[src/common/wis_cfg.svh]
`ifndef WIS_CFG_SVH
`define WIS_CFG_SVH
// Clock and nonvolatile memory ready wait
`define WIS_CLK_MHZ 20
`define WIS_NVM_WAIT_NS 10000
`define WIS_NVM_WAIT_CYC ((`WIS_NVM_WAIT_NS * `WIS_CLK_MHZ + 999) / 1000)
// Wake tone length and supply shutdown delay (cycles)
`define WIS_TONE_CYC 16'h0190
`define WIS_SUPPLY_SD_CYC 16'h03E8
// Device setup field positions
`define WIS_SETUP_ADDR_SEL 0
`define WIS_SETUP_REG_DIS 1
`define WIS_ADDR_W 5
`endif

[src/common/wis_pkg.sv]
package wis_pkg;
  // Sequencer states, one-hot
  typedef enum logic [10:0] {
    WIS_SHUTDOWN = 11'h001,
    WIS_NVM_WAIT = 11'h002,
    WIS_NVM_LOAD = 11'h004,
    WIS_ANA_COPY = 11'h008,
    WIS_ADDR_SMP = 11'h010,
    WIS_TEMP_SMP = 11'h020,
    WIS_CLR_MASK = 11'h040,
    WIS_UART_ON = 11'h080,
    WIS_TONE_END = 11'h100,
    WIS_DIFF_ON = 11'h200,
    WIS_IDLE = 11'h400
  } wis_state_t;
  // Status carried out together
  typedef struct packed {
    logic init_in_progress_flag;
    logic uart_enabled;
    logic diff_enabled;
    logic analog_faults_enabled;
    logic reset_occurred_fault;
  } wis_status_t;
endpackage

[src/hw/wis_sequencer.sv]
`timescale 1ns/10ps
`include "wis_cfg.svh"
// Notes on behaviour
// - Wake pin high or low-side tone leaves shutdown for the init run.
// - Wake pin is a level; high in shutdown wakes at any stack position.
// - Power-down with wake pin high wakes again at once.
// - On waking, send a wake tone on the high-side link.
// - In shutdown the low-side link only receives; nothing transmitted.
// - Regulator driving but supply low past the delay enters shutdown.
// - Wakeup resets the sequencer, loads NVM registers, defaults others.
// - After reset, voltage/aux/reference fault flags read 0 until sampled.
// - Same sequence for power-on, soft reset and received wake tone.
// - Sequencer starts with the oscillator and starts the tone at once.
// - Wait about 10 us for the NVM, then load the device setup register.
// - Copy configuration to analog die, except regulator power-down.
// - Address select 0 samples five pins into the node identifier.
// - Only digital-die temperature sampled; no unsampled channel faults.
// - Clear masked faults, then start UART monitoring.
// - In parallel wait no supply fault or host abort; enable, clear flag.
// - Differential link monitored only after the outgoing tone ends.
// - After host clears reset fault, drop regulator if disable bit set.
// - Init flag is 1 while initialization runs; abort may give bad faults.
// - Power-down request enters shutdown if wake pin stays low.
// - No valid frame within the timeout period enters shutdown.
module wis_sequencer
  import wis_pkg::*;
(
  // Clock and reset
  input wire logic clk,
  input wire logic srst,
  // Wake sources and shutdown causes
  input wire logic wake_request_pin,
  input wire logic low_side_tone_detect,
  input wire logic soft_reset_request,
  input wire logic power_down_request,
  input wire logic comm_timeout_expired,
  input wire logic valid_frame_seen,
  // Supplies and analog die
  input wire logic regulated_supply_ok,
  input wire logic monitor_supply_fault,
  // NVM interface
  input wire logic [7:0] nvm_setup_data,
  // Pins and host controls
  input wire logic [4:0] gpio_addr_pins,
  input wire logic host_abort_init,
  input wire logic host_clear_reset_fault,
  input wire logic sample_all_done,
  input wire logic host_byte_valid,
  input wire logic [7:0] host_byte,
  // Link and regulator outputs
  output logic high_side_tone,
  output logic low_side_tx_enable,
  output logic regulator_drive,
  output logic [7:0] device_setup_reg,
  output logic [7:0] analog_setup_reg,
  output logic [4:0] node_identifier_reg,
  output logic temp_sample_strobe,
  output logic clear_masked_faults,
  output logic fault_flags_valid,
  output logic host_byte_accept,
  output logic [7:0] host_byte_out,
  output wis_status_t status
);

  ////////////////////////////////////////////////////////////////////////////
  wis_state_t state_reg, state_next;
  logic [15:0] tone_cnt_reg;
  logic [15:0] wait_cnt_reg;
  logic [15:0] sd_cnt_reg;
  logic tone_busy_reg;
  logic shutdown_req;
  logic wake_req;
  logic init_flag_reg;
  logic uart_en_reg;
  logic diff_en_reg;
  logic ana_en_reg;
  logic rst_fault_reg;

  // Status word gathered from its own flops, one driver per field
  assign status = {init_flag_reg, uart_en_reg, diff_en_reg, ana_en_reg,
    rst_fault_reg};

  // Saturating decrement used by the timers
  function automatic logic [15:0] dec_sat(input logic [15:0] v);
    dec_sat = (v == 16'h0000) ? 16'h0000 : v - 16'h0001;
  endfunction

  assign wake_req = wake_request_pin | low_side_tone_detect;
  // shutdown causes, power-down, comm timeout, supply low past delay
  // a power-down with the wake pin high becomes a restart below
  assign shutdown_req = power_down_request
    | (comm_timeout_expired & ~valid_frame_seen)
    | (regulator_drive & ~regulated_supply_ok & sd_cnt_reg == 16'h0000);

  ////////////////////////////////////////////////////////////////////////////
  // Next state of the sequencer
  always_comb begin
    state_next = state_reg;
    case (state_reg)
      WIS_SHUTDOWN: begin
        if (wake_req) begin
          state_next = WIS_NVM_WAIT;
        end
      end
      WIS_NVM_WAIT: begin
        if (wait_cnt_reg == 16'h0000) begin
          state_next = WIS_NVM_LOAD;
        end
      end
      WIS_NVM_LOAD: state_next = WIS_ANA_COPY;
      WIS_ANA_COPY: state_next = WIS_ADDR_SMP;
      WIS_ADDR_SMP: state_next = WIS_TEMP_SMP;
      WIS_TEMP_SMP: state_next = WIS_CLR_MASK;
      WIS_CLR_MASK: state_next = WIS_UART_ON;
      WIS_UART_ON: state_next = WIS_TONE_END;
      WIS_TONE_END: begin
        if (!tone_busy_reg) begin
          state_next = WIS_DIFF_ON;
        end
      end
      WIS_DIFF_ON: state_next = WIS_IDLE;
      WIS_IDLE: state_next = WIS_IDLE;
      default: state_next = WIS_SHUTDOWN;
    endcase
    // wake pin high re-wakes; same run for every reset source
    if (state_reg != WIS_SHUTDOWN) begin
      if (shutdown_req) begin
        state_next = wake_request_pin ? WIS_NVM_WAIT : WIS_SHUTDOWN;
      end else if (soft_reset_request
          || (low_side_tone_detect && state_reg == WIS_IDLE)) begin
        state_next = WIS_NVM_WAIT;
      end
    end
  end

  // state register, restarts fully on wake
  always_ff @(posedge clk) begin
    if (srst) begin
      state_reg <= WIS_NVM_WAIT;
    end else begin
      state_reg <= state_next;
    end
  end

  // NVM wait counter, reloaded on every entry
  always_ff @(posedge clk) begin
    if (srst) begin
      wait_cnt_reg <= 16'(`WIS_NVM_WAIT_CYC);
    end else if (state_next == WIS_NVM_WAIT && state_reg != WIS_NVM_WAIT) begin
      wait_cnt_reg <= 16'(`WIS_NVM_WAIT_CYC);
    end else begin
      wait_cnt_reg <= dec_sat(wait_cnt_reg);
    end
  end

  // Supply shutdown delay counter
  always_ff @(posedge clk) begin
    if (srst || regulated_supply_ok || !regulator_drive) begin
      sd_cnt_reg <= `WIS_SUPPLY_SD_CYC;
    end else begin
      sd_cnt_reg <= dec_sat(sd_cnt_reg);
    end
  end

  ////////////////////////////////////////////////////////////////////////////
  // wake tone starts with the sequencer
  always_ff @(posedge clk) begin
    if (srst) begin
      tone_cnt_reg <= `WIS_TONE_CYC;
      tone_busy_reg <= 1'b1;
    end else if (state_next == WIS_NVM_WAIT && state_reg != WIS_NVM_WAIT) begin
      tone_cnt_reg <= `WIS_TONE_CYC;
      tone_busy_reg <= 1'b1;
    end else if (state_reg == WIS_SHUTDOWN) begin
      tone_busy_reg <= 1'b0;
    end else begin
      tone_cnt_reg <= dec_sat(tone_cnt_reg);
      tone_busy_reg <= (tone_cnt_reg > 16'h0001);
    end
  end

  // Tone output and low-side transmitter
  always_ff @(posedge clk) begin
    if (srst) begin
      high_side_tone <= 1'b0;
      low_side_tx_enable <= 1'b0;
    end else begin
      high_side_tone <= tone_busy_reg && state_next != WIS_SHUTDOWN;
      low_side_tx_enable <= state_next == WIS_DIFF_ON
        || (low_side_tx_enable && state_next == WIS_IDLE);
    end
  end

  ////////////////////////////////////////////////////////////////////////////
  // NVM load, analog copy, address sample
  always_ff @(posedge clk) begin
    if (srst) begin
      device_setup_reg <= 8'h00;
      analog_setup_reg <= 8'h00;
      node_identifier_reg <= 5'h00;
    end else begin
      // Defaults in shutdown and on every restart, before the reload
      if (state_reg == WIS_SHUTDOWN || state_reg == WIS_NVM_WAIT) begin
        device_setup_reg <= 8'h00;
        analog_setup_reg <= 8'h00;
        node_identifier_reg <= 5'h00;
      end
      if (state_reg == WIS_NVM_LOAD) begin
        device_setup_reg <= nvm_setup_data;
      end
      if (state_reg == WIS_ANA_COPY) begin
        // Regulator disable bit left out of the analog copy
        analog_setup_reg <= device_setup_reg
          & ~(8'h01 << `WIS_SETUP_REG_DIS);
      end
      if (state_reg == WIS_ADDR_SMP
          && !device_setup_reg[`WIS_SETUP_ADDR_SEL]) begin
        node_identifier_reg <= gpio_addr_pins;
      end
    end
  end

  always_ff @(posedge clk) begin
    if (srst) begin
      temp_sample_strobe <= 1'b0;
      clear_masked_faults <= 1'b0;
    end else begin
      temp_sample_strobe <= state_next == WIS_TEMP_SMP;
      clear_masked_faults <= state_next == WIS_CLR_MASK;
    end
  end

  // fault flags invalid until a sample-all runs
  always_ff @(posedge clk) begin
    if (srst || state_reg == WIS_NVM_WAIT) begin
      fault_flags_valid <= 1'b0;
    end else if (sample_all_done) begin
      fault_flags_valid <= 1'b1;
    end
  end

  ////////////////////////////////////////////////////////////////////////////
  // UART monitoring and differential monitoring enables
  always_ff @(posedge clk) begin
    if (srst || state_next == WIS_NVM_WAIT || state_next == WIS_SHUTDOWN) begin
      uart_en_reg <= 1'b0;
      diff_en_reg <= 1'b0;
    end else begin
      if (state_reg == WIS_UART_ON) begin
        uart_en_reg <= 1'b1;
      end
      if (state_reg == WIS_DIFF_ON) begin
        diff_en_reg <= 1'b1;
      end
    end
  end

  // host bytes pass only once UART monitoring is on
  always_ff @(posedge clk) begin
    if (srst) begin
      host_byte_accept <= 1'b0;
      host_byte_out <= 8'h00;
    end else begin
      host_byte_accept <= host_byte_valid && uart_en_reg;
      host_byte_out <= host_byte;
    end
  end

  // parallel analog fault enable and init flag
  always_ff @(posedge clk) begin
    if (srst || state_next == WIS_NVM_WAIT) begin
      init_flag_reg <= 1'b1;
      ana_en_reg <= 1'b0;
    end else if (state_reg == WIS_SHUTDOWN) begin
      init_flag_reg <= 1'b0;
      ana_en_reg <= 1'b0;
    end else if (init_flag_reg && state_reg != WIS_NVM_WAIT
        && (!monitor_supply_fault || host_abort_init)) begin
      init_flag_reg <= 1'b0;
      ana_en_reg <= 1'b1;
    end
  end

  // reset fault set on wake; set wins over host clear
  always_ff @(posedge clk) begin
    if (srst || state_next == WIS_NVM_WAIT) begin
      rst_fault_reg <= 1'b1;
    end else if (host_clear_reset_fault) begin
      rst_fault_reg <= 1'b0;
    end
  end

  // regulator off after reset fault clears with disable set
  always_ff @(posedge clk) begin
    if (srst) begin
      regulator_drive <= 1'b1;
    end else if (state_next == WIS_SHUTDOWN) begin
      regulator_drive <= 1'b0;
    end else if (state_next == WIS_NVM_WAIT) begin
      regulator_drive <= 1'b1;
    end else if (!rst_fault_reg && state_reg == WIS_IDLE
        && device_setup_reg[`WIS_SETUP_REG_DIS]) begin
      regulator_drive <= 1'b0;
    end
  end

endmodule

[config.mk]
export PLATFORM = sky130hd
export DESIGN_NAME = wis_sequencer
export DESIGN_NICKNAME = d
export VERILOG_FILES = /design/src/common/wis_pkg.sv /design/src/hw/wis_sequencer.sv
export VERILOG_INCLUDE_DIRS = /design/src /design/src/common
export SDC_FILE = /design/constraint.sdc
export NUM_CORES = 1
export LEC_CHECK = 0
export BUFFER_PORTS_ARGS = -buffer_cell sky130_fd_sc_hd__clkbuf_2
export CORE_ASPECT_RATIO = 0.8
export CORE_UTILIZATION = 45
export DETAILED_ROUTE_END_ITERATION = 6
export HOLD_SLACK_MARGIN = 0.12
export PLACE_DENSITY = 0.76
export REMOVE_ABC_BUFFERS = 1
export SLEW_MARGIN = 20
export SYNTH_ARGS = -nofsm -noshare
export SYNTH_HDL_FRONTEND = slang
export SYNTH_SLANG_ARGS = --single-unit
[constraint.sdc]
create_clock -name clk -period 3 [get_ports clk]
set_clock_uncertainty 0.2 [all_clocks]
set_input_delay 0.9 -clock clk [delete_from_list [all_inputs] [get_ports clk]]
set_output_delay 0.9 -clock clk [all_outputs]
set_load 0.03 [all_outputs]
Word-level counts from Yosys, hierarchy flattened
Index checks and enable logic that the tools add are counted.

Register bits after elaboration: 100. Input port bits: 35. Word-level logic and storage cells: 114.

Add/subtract/negate cells: 3. Order comparisons: 1. Equality and inequality tests: 20. Multiplexer cells: 23. Bitwise operators: 8. Reductions and logical operators: 36.

Operators by type and width (number): 11-bit one-hot mux with 10 select lines (1); 11-bit two-way mux (6); 16-bit zero test (3); 16-bit by 1-bit subtractor with 16-bit output (second input constant) (3); 8-bit two-way mux (5); 11-bit by 1-bit equality test with 1-bit output (second input constant) (2); 11-bit by 10-bit equality test with 1-bit output (second input constant) (2); 11-bit equality test (second input constant) (2); 11-bit by 2-bit equality test with 1-bit output (second input constant) (2); 11-bit by 6-bit equality test with 1-bit output (second input constant) (2); 11-bit by 7-bit equality test with 1-bit output (second input constant) (2); 11-bit by 1-bit != test with 1-bit output (second input constant) (2); 16-bit by 1-bit > comparator with 1-bit output (second input constant) (1); 16-bit two-way mux (1); 11-bit by 3-bit equality test with 1-bit output (second input constant) (1); 11-bit by 4-bit equality test with 1-bit output (second input constant) (1); 11-bit by 5-bit equality test with 1-bit output (second input constant) (1); 11-bit by 8-bit equality test with 1-bit output (second input constant) (1); 11-bit by 9-bit equality test with 1-bit output (second input constant) (1); 11-bit by 2-bit != test with 1-bit output (second input constant) (1); 1-bit logical AND (10); 10-bit two-way mux (1); 5-bit two-way mux (2); 1-bit logical OR (9); 10 further kinds (29).

Logic depth before layout (Yosys ltp)
Gate-level depths: netlist of the first run.

Depth after elaboration: 9. Depth in mapped cells: 9.

Worst setup path before layout of the first run
OpenSTA, ideal clock, no wires.

Kind: register to register. Start point: register sd_cnt_reg[0]. End point: register tone_cnt_reg[13]. Data arrival time: 2122 ps. Required time: 2679 ps. Path slack: 558 ps. Stages on the path, launching flop included: 10. Path buffers: 1. Period minus slack after synthesis: 2442 ps. Cells stage by stage: dfxtp_1 -> inv_1 -> ha_1 -> nor3b_1 -> nand4_1 -> o211ai_1 -> nand2_1 -> a22oi_1 -> buf_2 -> nor3_1.

Cells in the longest elaborated chain, start to end: 8.

RTL lines: from (decl) (line wis_sequencer.sv:69) `logic [15:0] sd_cnt_reg;`; from (signal assigned) (line wis_sequencer.sv:159) `` sd_cnt_reg <= `WIS_SUPPLY_SD_CYC; ``; from (signal assigned) (line wis_sequencer.sv:161) `sd_cnt_reg <= dec_sat(sd_cnt_reg);`; 16-bit zero test (line wis_sequencer.sv:93) `| (regulator_drive & ~regulated_supply_ok & sd_cnt_reg == 16'h0000);`; 1-bit AND (line wis_sequencer.sv:93); 1-bit OR (line wis_sequencer.sv:93); 11-bit two-way mux (line wis_sequencer.sv:127) `if (shutdown_req) begin`; 11-bit two-way mux (line wis_sequencer.sv:126) `if (state_reg != WIS_SHUTDOWN) begin`; 11-bit by 2-bit equality test with 1-bit output (line wis_sequencer.sv:171) `end else if (state_next == WIS_NVM_WAIT && state_reg != WIS_NVM_WAIT) begin`; 1-bit logical AND (line wis_sequencer.sv:171); 2-bit OR reduction (no line); to (signal assigned) (line wis_sequencer.sv:169) `` tone_cnt_reg <= `WIS_TONE_CYC; ``; to (signal assigned) (line wis_sequencer.sv:172) `` tone_cnt_reg <= `WIS_TONE_CYC; ``; to (signal assigned) (line wis_sequencer.sv:177) `tone_cnt_reg <= dec_sat(tone_cnt_reg);`; to (decl) (line wis_sequencer.sv:67) `logic [15:0] tone_cnt_reg;`.

Every way passes these cells. A chain may end at the register's enable or synchronous reset.

Worst setup path in the final report of the first run
Start point: register sd_cnt_reg[0]. End point: register wait_cnt_reg[10].

Cells in the longest elaborated chain, start to end: 8.

RTL lines: 16-bit zero test (line wis_sequencer.sv:93); 1-bit AND (line wis_sequencer.sv:93); 1-bit OR (line wis_sequencer.sv:93); 11-bit two-way mux (line wis_sequencer.sv:127); 11-bit two-way mux (line wis_sequencer.sv:126); 11-bit by 2-bit equality test with 1-bit output (line wis_sequencer.sv:149) `end else if (state_next == WIS_NVM_WAIT && state_reg != WIS_NVM_WAIT) begin`; 1-bit logical AND (line wis_sequencer.sv:149); 3-bit OR reduction (no line); to (signal assigned) (line wis_sequencer.sv:148) `` wait_cnt_reg <= 16'(`WIS_NVM_WAIT_CYC); ``; to (signal assigned) (line wis_sequencer.sv:150) `` wait_cnt_reg <= 16'(`WIS_NVM_WAIT_CYC); ``; to (signal assigned) (line wis_sequencer.sv:152) `wait_cnt_reg <= dec_sat(wait_cnt_reg);`; to (decl) (line wis_sequencer.sv:68) `logic [15:0] wait_cnt_reg;`.

Every way passes these cells.

==> results.json, run 1 <==
{
  "num_rows": 31,
  "path_class": "reg -> reg",
  "grt_pass1_vias": 3432,
  "placed_cells": 670,
  "synthFlopType": "dfxtp_1",
  "final_cells": 686,
  "core_area_sq_um": 9150,
  "finalSetupViolCount": 0,
  "cp.required_ns": 3.04,
  "cts_tree": "built",
  "clkSlewWorstSetupHoldPaths_ns": 0.06,
  "antenna_found_initial": 0,
  "port_buffers": 74,
  "dieArea_sq_um": 9940,
  "grt_start_max_net_pins": 27,
  "grt_overflow": 0,
  "finalMaxSlewViolations": 0,
  "wl_per_cell_microns": 14.6,
  "holdWs_ns": 0.252,
  "place_area_sq_um": 4800,
  "cap_violations": 0,
  "fin_crit_ns": 2.59,
  "cp-end-kind": "register",
  "status": "complete, but fails checks",
  "async_flop_share_pct": 0,
  "multi_input_area_sq_um": 2130,
  "grt_pass1_wl_mm": 16.1,
  "die_w_microns": 111,
  "dr.pass1.iters": 7,
  "drt_wl_total_mm": 9.99,
  "setup_tns_ns": 0,
  "post_cts_buffers": 0,
  "cp-start-kind": "register",
  "num_antenna_cells": 0,
  "grtUsageTotal_pct": 20.5,
  "fillCellCount": 817,
  "hpwl_mm": 7.38,
  "die_h_microns": 89.4,
  "violations": "design-rule violations",
  "seq_area_frac_synth_pct": 46.6,
  "initial_core_util_pct": 46.9,
  "synth_area_sq_um": 4290,
  "clock-sinks": 100,
  "syn_to_final_growth_pct": 20.0,
  "power_density_nw_per_um2": 618,
  "remaining_drc_errors": 2,
  "cts_hold_buffers": 0,
  "cp.arrival_ns": 2.62,
  "postSynthCellCount": 487,
  "seqCellArea_sq_um": 2000,
  "vias": 3767,
  "vias_per_cell": 5.49,
  "place_congestion": 0.837,
  "hp-class": "reg -> reg",
  "ir_worst_vdd_v": 0.000402,
  "cts_buffer_depth": 2,
  "syn_avg_cell_area_sq_um": 8.82,
  "fmax_mhz": 386,
  "synth_edf_count": 0,
  "ant_nets": 0,
  "cts_resized": 0,
  "finalInstanceArea_sq_um": 5150,
  "layout.nets": 607,
  "drt-initial-drc-count": 261,
  "cts-root-buf": "clkbuf_16",
  "worst_pin_slew_ns": 0.627,
  "slew_headroom_pct": 57.8,
  "htreeDepth": 3,
  "ys_ff_latch": 100,
  "hold_viol": 0,
  "grt_setup_unrepaired": "no",
  "ys.warnings.count": 0,
  "cts_buffers": 9,
  "drive_above_1_share_pct": 20.7,
  "p_leak_nw": 2.02,
  "fin_crit_sh_pct": 86.3,
  "crit_path_max_fanout": 13,
  "ys_types": 57,
  "io_pins": 76,
  "insertion_delay_ns": 0.35
}
placed cells by master, fill, tap and decap left out, types with 15 or more instances in the layout:
cell type and count:
dfxtp_1 100, inv_1 15, clkbuf_2 74, o21ai_0 22, a22oi_1 22, xnor2_1 25, nand2_1 28, nor4_1 17
nor2_1 75, nor3_1 33
critical path, stage by stage, from the launching register on:
cell      delay (ns)
dfxtp_1         0.32
inv_1           0.06
ha_1            0.19
nor3b_1         0.30
nand4_1         0.23
o211ai_1        0.45
a21oi_1         0.15
o211ai_1        0.25
buf_4           0.25
nor2_1          0.07
per-stage QoR:
step / utilization (%) / total power [mW] / worst slack (ns)
2_1_floorplan: - / 1.76 / 0.380
5_1_grt: 56.3 / 3.33 / 0.178
4_1_cts: 56.3 / 3.21 / 0.434
3_5_place_dp: 52.5 / 1.89 / 0.270
3_3_place_gp: 52.5 / 1.88 / 0.316
6_report: 56.3 / 3.18 / 0.412
final cells by class:
cell class	count	area share [%]
flip-flops and latches	100	38.9
clock inverters	7	2.38
multi-input cells	353	41.4
inverters	15	1.09
well taps	115	2.79
clock buffers	9	4.37
repair buffers	87	9.08
cell families (layout without fill, tap and decap cells):
logic type,after synthesis,in the layout,synth area share (%)
other,1,1,0.0873
XOR/XNOR,36,36,7.34
AO/OA/AOI/OAI,80,80,12.3
flip-flops,100,100,46.6
multiplexers,1,1,0.233
buffers and inverters,34,118,3.67
AND/OR/NAND/NOR,229,229,28.0
adder cells (fa/ha/maj),6,6,1.75
layer usage:
metal | vias to the layer above | track usage [%] | wire (microns) | part of all wire, %
li1 | 1867 | - | - | -
met4 | 0 | 6.14 | 132 | 1.3
met2 | 98 | 34.0 | 4790 | 48
met3 | 16 | 6.51 | 533 | 5.3
met1 | 1786 | 26.0 | 4540 | 45
met5 | - | 0 | 0 | 0
final timing paths:
kind                                                from                          end  slack [ns]  cells after the start
worst max register to register  sd_cnt_reg[0]$_SDFF_PP0_  wait_cnt_reg[10]$_SDFF_PP0_        0.41                      9
worst max-delay path            sd_cnt_reg[0]$_SDFF_PP0_  wait_cnt_reg[10]$_SDFF_PP0_        0.41                      9
worst min-delay path            sd_cnt_reg[0]$_SDFF_PP0_     sd_cnt_reg[0]$_SDFF_PP0_        0.25                      1
worst min register to register  sd_cnt_reg[0]$_SDFF_PP0_     sd_cnt_reg[0]$_SDFF_PP0_        0.25                      1
power breakdown:
| part | switching (mW) | leakage (nW) | internal, mW |
|---|---|---|---|
| clock | 0.498 | 0.162 | 0.818 |
| sequential | 0.0693 | 0.813 | 1.40 |
| combinational | 0.240 | 1.05 | 0.163 |
| total | 0.807 | 2.02 | 2.38 |
cell usage after synthesis (all sizes together), types with 13 or more instances:
library cell / instances / area, sq um
inv: 15 / 56.3
nor2: 75 / 282
dfxtp: 100 / 2000
nor4: 18 / 128
nor2b: 13 / 81.3
xnor2: 25 / 219
nand2: 28 / 105
a22oi: 22 / 165
nor3: 35 / 185
o21ai: 22 / 110
or3: 13 / 95.1
a21oi: 13 / 65.1
(Power assumes the default switching activity.)
==> run 2, diff against run 1 <==
--- a/config.mk
+++ b/config.mk
@@ -11,7 +11,7 @@
 export CORE_UTILIZATION = 45
 export DETAILED_ROUTE_END_ITERATION = 6
 export HOLD_SLACK_MARGIN = 0.12
-export PLACE_DENSITY = 0.76
+export PLACE_DENSITY = 0.66
 export REMOVE_ABC_BUFFERS = 1
 export SLEW_MARGIN = 20
 export SYNTH_ARGS = -nofsm -noshare
==> run 2 against run 1 <==
The flow still finishes with violations (design-rule violations); hold slack improved by 0.0097 ns; cell count increased by 0.29%; total power decreased by 6.9%; sequential cell count unchanged; non-clock buffer count increased by 3; register-to-register slack improved by 0.03 ns; routed wire length decreased by 5.2%; maximum frequency increased by 1.0%; clock-buffer cell count increased by 5; via count decreased by 2.8%; combinational power about the same; critical path depth decreased by 3; largest power group unchanged.
==> results.json, run 2 (synthesized netlist as in run 1, its figures left out) <==
{
  "layout.nets": 610,
  "grt_overflow": 0,
  "hp-class": "reg -> reg",
  "grt_setup_unrepaired": "no",
  "crit_path_max_fanout": 5,
  "cts_tree": "built",
  "worst-path-stages": 6,
  "fmax_mhz": 390,
  "fin_crit_ns": 2.56,
  "core_area_sq_um": 9150,
  "cts-root-buf": "clkbuf_16",
  "violations": "design-rule violations",
  "ir_worst_vdd_v": 0.000331,
  "io_pins": 76,
  "remaining_drc_errors": 8,
  "die_w_microns": 111,
  "cp-start-kind": "register",
  "cpPeakStageDelay_ns": 0.43,
  "crit_path_cell_trace": "or3_4, or3_4, or2_4, a221o_2, and2_4, a31o_2",
  "fin_crit_sh_pct": 85.4,
  "worst_pin_slew_ns": 0.574,
  "finalSetupViolCount": 0,
  "layout_common_cells": "dfxtp_1, nor2_1, clkbuf_2, nor3_1, nand2_1",
  "initial_core_util_pct": 46.9,
  "cp-end-kind": "register",
  "grt_start_max_net_pins": 24,
  "grt_pass1_wl_mm": 15.2,
  "clock-sinks": 100,
  "place_ws_ns": 0.265,
  "post_cts_buffers": 0,
  "finalMaxSlewViolations": 0,
  "hold_viol": 0,
  "htreeDepth": 3,
  "hpwl_mm": 6.96,
  "cp.arrival_ns": 2.59,
  "ant_nets": 0,
  "final_common_cell": "dfxtp_1",
  "r2r_start": "wait_cnt_reg[6]$_SDFF_PP1_",
  "grtUsageTotal_pct": 19.3,
  "dr.pass1.iters": 6,
  "worstHoldStart": "uart_en_reg$_SDFFE_PP0N_",
  "critPathBufInv": 0,
  "syn_to_final_growth_pct": 19.1,
  "fin_util_pct": 55.9,
  "clkSlewWorstSetupHoldPaths_ns": 0.06,
  "num_rows": 31,
  "die_h_microns": 89.4,
  "crit_start": "wait_cnt_reg[6]$_SDFF_PP1_",
  "dieArea_sq_um": 9940,
  "num_antenna_cells": 0,
  "path_class": "reg -> reg",
  "cp.required_ns": 3.03,
  "fin_total_pwr_mw": 2.97,
  "antenna_found_initial": 0,
  "grt_pass1_vias": 3247,
  "insertion_delay_ns": 0.34,
  "hold_depth": 2,
  "vias_per_cell": 5.32,
  "path_common_cell": "or3_4",
  "cts_resized": 0,
  "slowest_stage": "a221o_2",
  "cts_hold_buffers": 0,
  "power_density_nw_per_um2": 580,
  "cap_violations": 0,
  "critPathTopFamily": "simple AND/OR/NAND/NOR gates",
  "place_congestion": 0.863,
  "cts_buffer_depth": 2,
  "port_buffers": 74,
  "reg2reg_slack_ns": 0.44,
  "p_leak_nw": 2.02,
  "vias": 3662,
  "drt-initial-drc-count": 269,
  "status": "complete, but fails checks",
  "final.setup.worst_slack_ns": 0.438,
  "r2r_cells": 6,
  "cts_buffers": 9,
  "setup_tns_ns": 0,
  "wl_per_cell_microns": 13.8,
  "slew_headroom_pct": 61.4,
  "drt_wl_total_mm": 9.47,
  "drive_above_1_share_pct": 20.8
}
## run 2: cell types whose count changed in the layout (fill, tap and decap cells not counted)
cell and change:
clkbuf_1 +1, clkinv_4 -1, buf_4 +3, inv_6 -1
clkinvlp_4 -2, bufinv_16 -3, clkbuf_8 +4, clkinv_2 +1
## run 2: final timing paths
path	to
min	uart_en_reg$_SDFFE_PP0N_
max	init_flag_reg$_SDFFE_PP1P_
min reg2reg	uart_en_reg$_SDFFE_PP0N_
max reg2reg	init_flag_reg$_SDFFE_PP1P_
## run 2: cell type report
| class | count | area (sq um) |
|---|---|---|
| Multi-Input combinational cell | 353 | 2130 |
| Inverter | 15 | 56.3 |
| Fill cell | 832 | 4040 |
| Clock inverter | 1 | 5.00 |
| Tap cell | 115 | 144 |
| Clock buffer | 14 | 284 |
| Timing Repair Buffer | 90 | 490 |
| Sequential cell | 100 | 2000 |
## run 2: metal layers
metal / GRT usage [%] / vias to the layer above / part of all wire [%]
li1: - / 1885 / -
met1: 25.4 / 1675 / 49
met2: 30.1 / 96 / 45
met3: 6.03 / 6 / 5.8
met4: 6.76 / 0 / 0.53
met5: 0 / - / 0
## run 2: where the power goes
group	switching (mW)	internal [mW]	total [mW]
combinational	0.239	0.164	0.403
sequential	0.0662	1.40	1.46
clock	0.452	0.647	1.10
total	0.758	2.21	2.97
## run 2: stage by stage
stage	area, sq um	std cells	hold slack, ns
after floorplan	4190	468	0.213
after CTS	5120	688	0.267
after global routing	5120	688	0.282
after detailed placement	4830	673	0.247
final	5120	688	0.261
after global placement	4830	673	0.228
## run 2: worst min-delay path: cells and delay by family (launching register included)
family / cells / cell delay (ns)
flip-flops: 1 / 0.32
AO/OA/AOI/OAI: 1 / 0.05
buffers and inverters: 1 / 0.05
==> run 3, diff against run 2 <==
--- a/config.mk
+++ b/config.mk
@@ -7,11 +7,13 @@
 export NUM_CORES = 1
 export LEC_CHECK = 0
 export BUFFER_PORTS_ARGS = -buffer_cell sky130_fd_sc_hd__clkbuf_2
+export CELL_PAD_IN_SITES_DETAIL_PLACEMENT = 2
+export CELL_PAD_IN_SITES_GLOBAL_PLACEMENT = 2
 export CORE_ASPECT_RATIO = 0.8
-export CORE_UTILIZATION = 45
+export CORE_UTILIZATION = 33
 export DETAILED_ROUTE_END_ITERATION = 6
 export HOLD_SLACK_MARGIN = 0.12
-export PLACE_DENSITY = 0.66
+export PLACE_DENSITY_LB_ADDON = 0.1
 export REMOVE_ABC_BUFFERS = 1
 export SLEW_MARGIN = 20
 export SYNTH_ARGS = -nofsm -noshare
==> run 3 against run 2 <==
The run now ends clean; clock-buffer cell count fell by 3; clock power rose by 16%; maximum frequency shrank 2.8%; non-clock buffer count stayed put; via count up 3.6%; critical endpoint is now tone_busy_reg$_SDFF_PP1_.
==> results.json, run 3 (synthesized netlist as in run 1, its figures left out) <==
{
  "status": "finished clean",
  "reg2reg_slack_ns": 0.36,
  "cap_violations": 0,
  "cts_buffer_depth": 2,
  "cts_hold_buffers": 0,
  "port_buffers": 74,
  "hold_depth": 1,
  "cts_tree": "built",
  "hpwl_mm": 9.46,
  "slowest_stage": "or4_1",
  "holdPathEnd": "sd_cnt_reg[0]$_SDFF_PP0_",
  "drt_wl_total_mm": 12.8,
  "initial_core_util_pct": 34.5,
  "clock-sinks": 100,
  "drt-initial-drc-count": 112,
  "grt_pass1_vias": 4155,
  "fin_total_pwr_mw": 3.17,
  "insertion_delay_ns": 0.35,
  "layout.nets": 610,
  "finalMaxSlewViolations": 0,
  "layout_common_cells": "dfxtp_1, nor2_1, clkbuf_2, nor3_1, nand2_1",
  "fin_crit_sh_pct": 87.9,
  "hold_viol": 0,
  "die_w_microns": 130,
  "vias": 3795,
  "cp-start-kind": "register",
  "crit_path_max_fanout": 6,
  "worstHoldStart": "sd_cnt_reg[0]$_SDFF_PP0_",
  "final_cells": 745,
  "setup_tns_ns": 0,
  "grt_overflow": 0,
  "ant_nets": 0,
  "path_common_cell": "or4_1",
  "p_leak_nw": 2.04,
  "die_h_microns": 104,
  "vias_per_cell": 5.09,
  "wl_per_cell_microns": 17.2,
  "r2r_start": "tone_cnt_reg[6]$_SDFFE_PP0N_",
  "slew_headroom_pct": 59.3,
  "num_antenna_cells": 0,
  "cp.required_ns": 3.02,
  "core_area_sq_um": 12400,
  "worst_pin_slew_ns": 0.608,
  "drive_above_1_share_pct": 20.9,
  "placed_cells": 729,
  "finalSetupViolCount": 0,
  "hp-class": "reg -> reg",
  "grtUsageTotal_pct": 20.3,
  "crit_path_cell_trace": "or4_1, or4_1, nor3_1, nor4b_1, o21ai_0",
  "dr.pass1.iters": 4,
  "holdWs_ns": 0.254,
  "ir_worst_vdd_v": 0.000274,
  "fmax_mhz": 379,
  "cts_buffers": 9,
  "antenna_found_initial": 0,
  "io_pins": 76,
  "reg2reg_to": "tone_busy_reg$_SDFF_PP1_",
  "fin_crit_ns": 2.64,
  "cts_resized": 0,
  "htreeDepth": 3,
  "final_common_cell": "dfxtp_1",
  "cts-root-buf": "clkbuf_16",
  "dieArea_sq_um": 13500,
  "grt_pass1_wl_mm": 21.2,
  "grt_start_max_net_pins": 30,
  "num_rows": 36,
  "clkSlewWorstSetupHoldPaths_ns": 0.07,
  "remaining_drc_errors": 0,
  "path_class": "reg -> reg",
  "power_density_nw_per_um2": 608,
  "place_congestion": 0.736,
  "syn_to_final_growth_pct": 21.6,
  "cp.arrival_ns": 2.66,
  "cpPeakStageDelay_ns": 0.63,
  "post_cts_buffers": 0,
  "grt_setup_unrepaired": "no",
  "cp-end-kind": "register",
  "r2r_cells": 5
}
==> run 3: changes by cell type in the layout (fill, tap and decap cells not counted) <==
| cell | before | now |
|---|---|---|
| inv_6 | 0 | 1 |
| bufinv_16 | 0 | 2 |
| clkinv_4 | 0 | 1 |
| clkbuf_8 | 4 | 1 |
==> run 3: worst max-delay path, delay by kind of cell (launching register included) <==
kind | cells | cell delay, ns
and+or+nand+nor | 4 | 1.81
AOI/OAI and AO/OA | 1 | 0.14
DFF | 1 | 0.36
==> run 3: stage by stage <==
stage / cell area (sq um) / util, % / setup slack, ns
global route: 5220 / 42.0 / 0.154
finish: 5220 / 42.0 / 0.364
global placement: 4900 / 39.4 / 0.291
CTS: 5220 / 42.0 / 0.346
floorplan: 4190 / - / 0.380
detailed placement: 4900 / 39.4 / 0.238
==> run 3: layout make-up <==
type                    instances  area (sq um)
clock buffers                  11           243
inverters                      15          56.3
multi-input cells             353          2130
fillers                      1445          7210
well taps                     171           214
repair buffers                 90           490
clock inverters                 5          82.6
flip-flops and latches        100          2000
==> run 3: worst max path at each step <==
stage	end	cells past startpoint	start
finish	tone_busy_reg$_SDFF_PP1_	5	tone_cnt_reg[6]$_SDFFE_PP0N_
CTS	tone_busy_reg$_SDFF_PP1_	5	tone_cnt_reg[6]$_SDFFE_PP0N_
global route	tone_cnt_reg[11]$_SDFFE_PP0N_	7	sd_cnt_reg[12]$_SDFF_PP0_
detailed placement	init_flag_reg$_SDFFE_PP1P_	7	valid_frame_seen
floorplan	tone_cnt_reg[10]$_SDFFE_PP0N_	8	sd_cnt_reg[0]$_SDFF_PP0_
global placement	init_flag_reg$_SDFFE_PP1P_	7	valid_frame_seen
==> run 3: report_power, final <==
part | switching, mW | internal, mW
logic | 0.263 | 0.165
registers | 0.0705 | 1.40
clock network | 0.522 | 0.757
total | 0.855 | 2.32
==> run 3: metal layers <==
layer  share of wire, %  vias to the layer above  wire length (microns)  GRT usage (%)
met4               0.93                        0                    119           4.73
met5                  0                        -                      0              0
met3                4.0                       11                    518           5.35
met1                 49                     1852                   6240           26.1
li1                   -                     1870                      -              -
met2                 46                       62                   5920           33.6
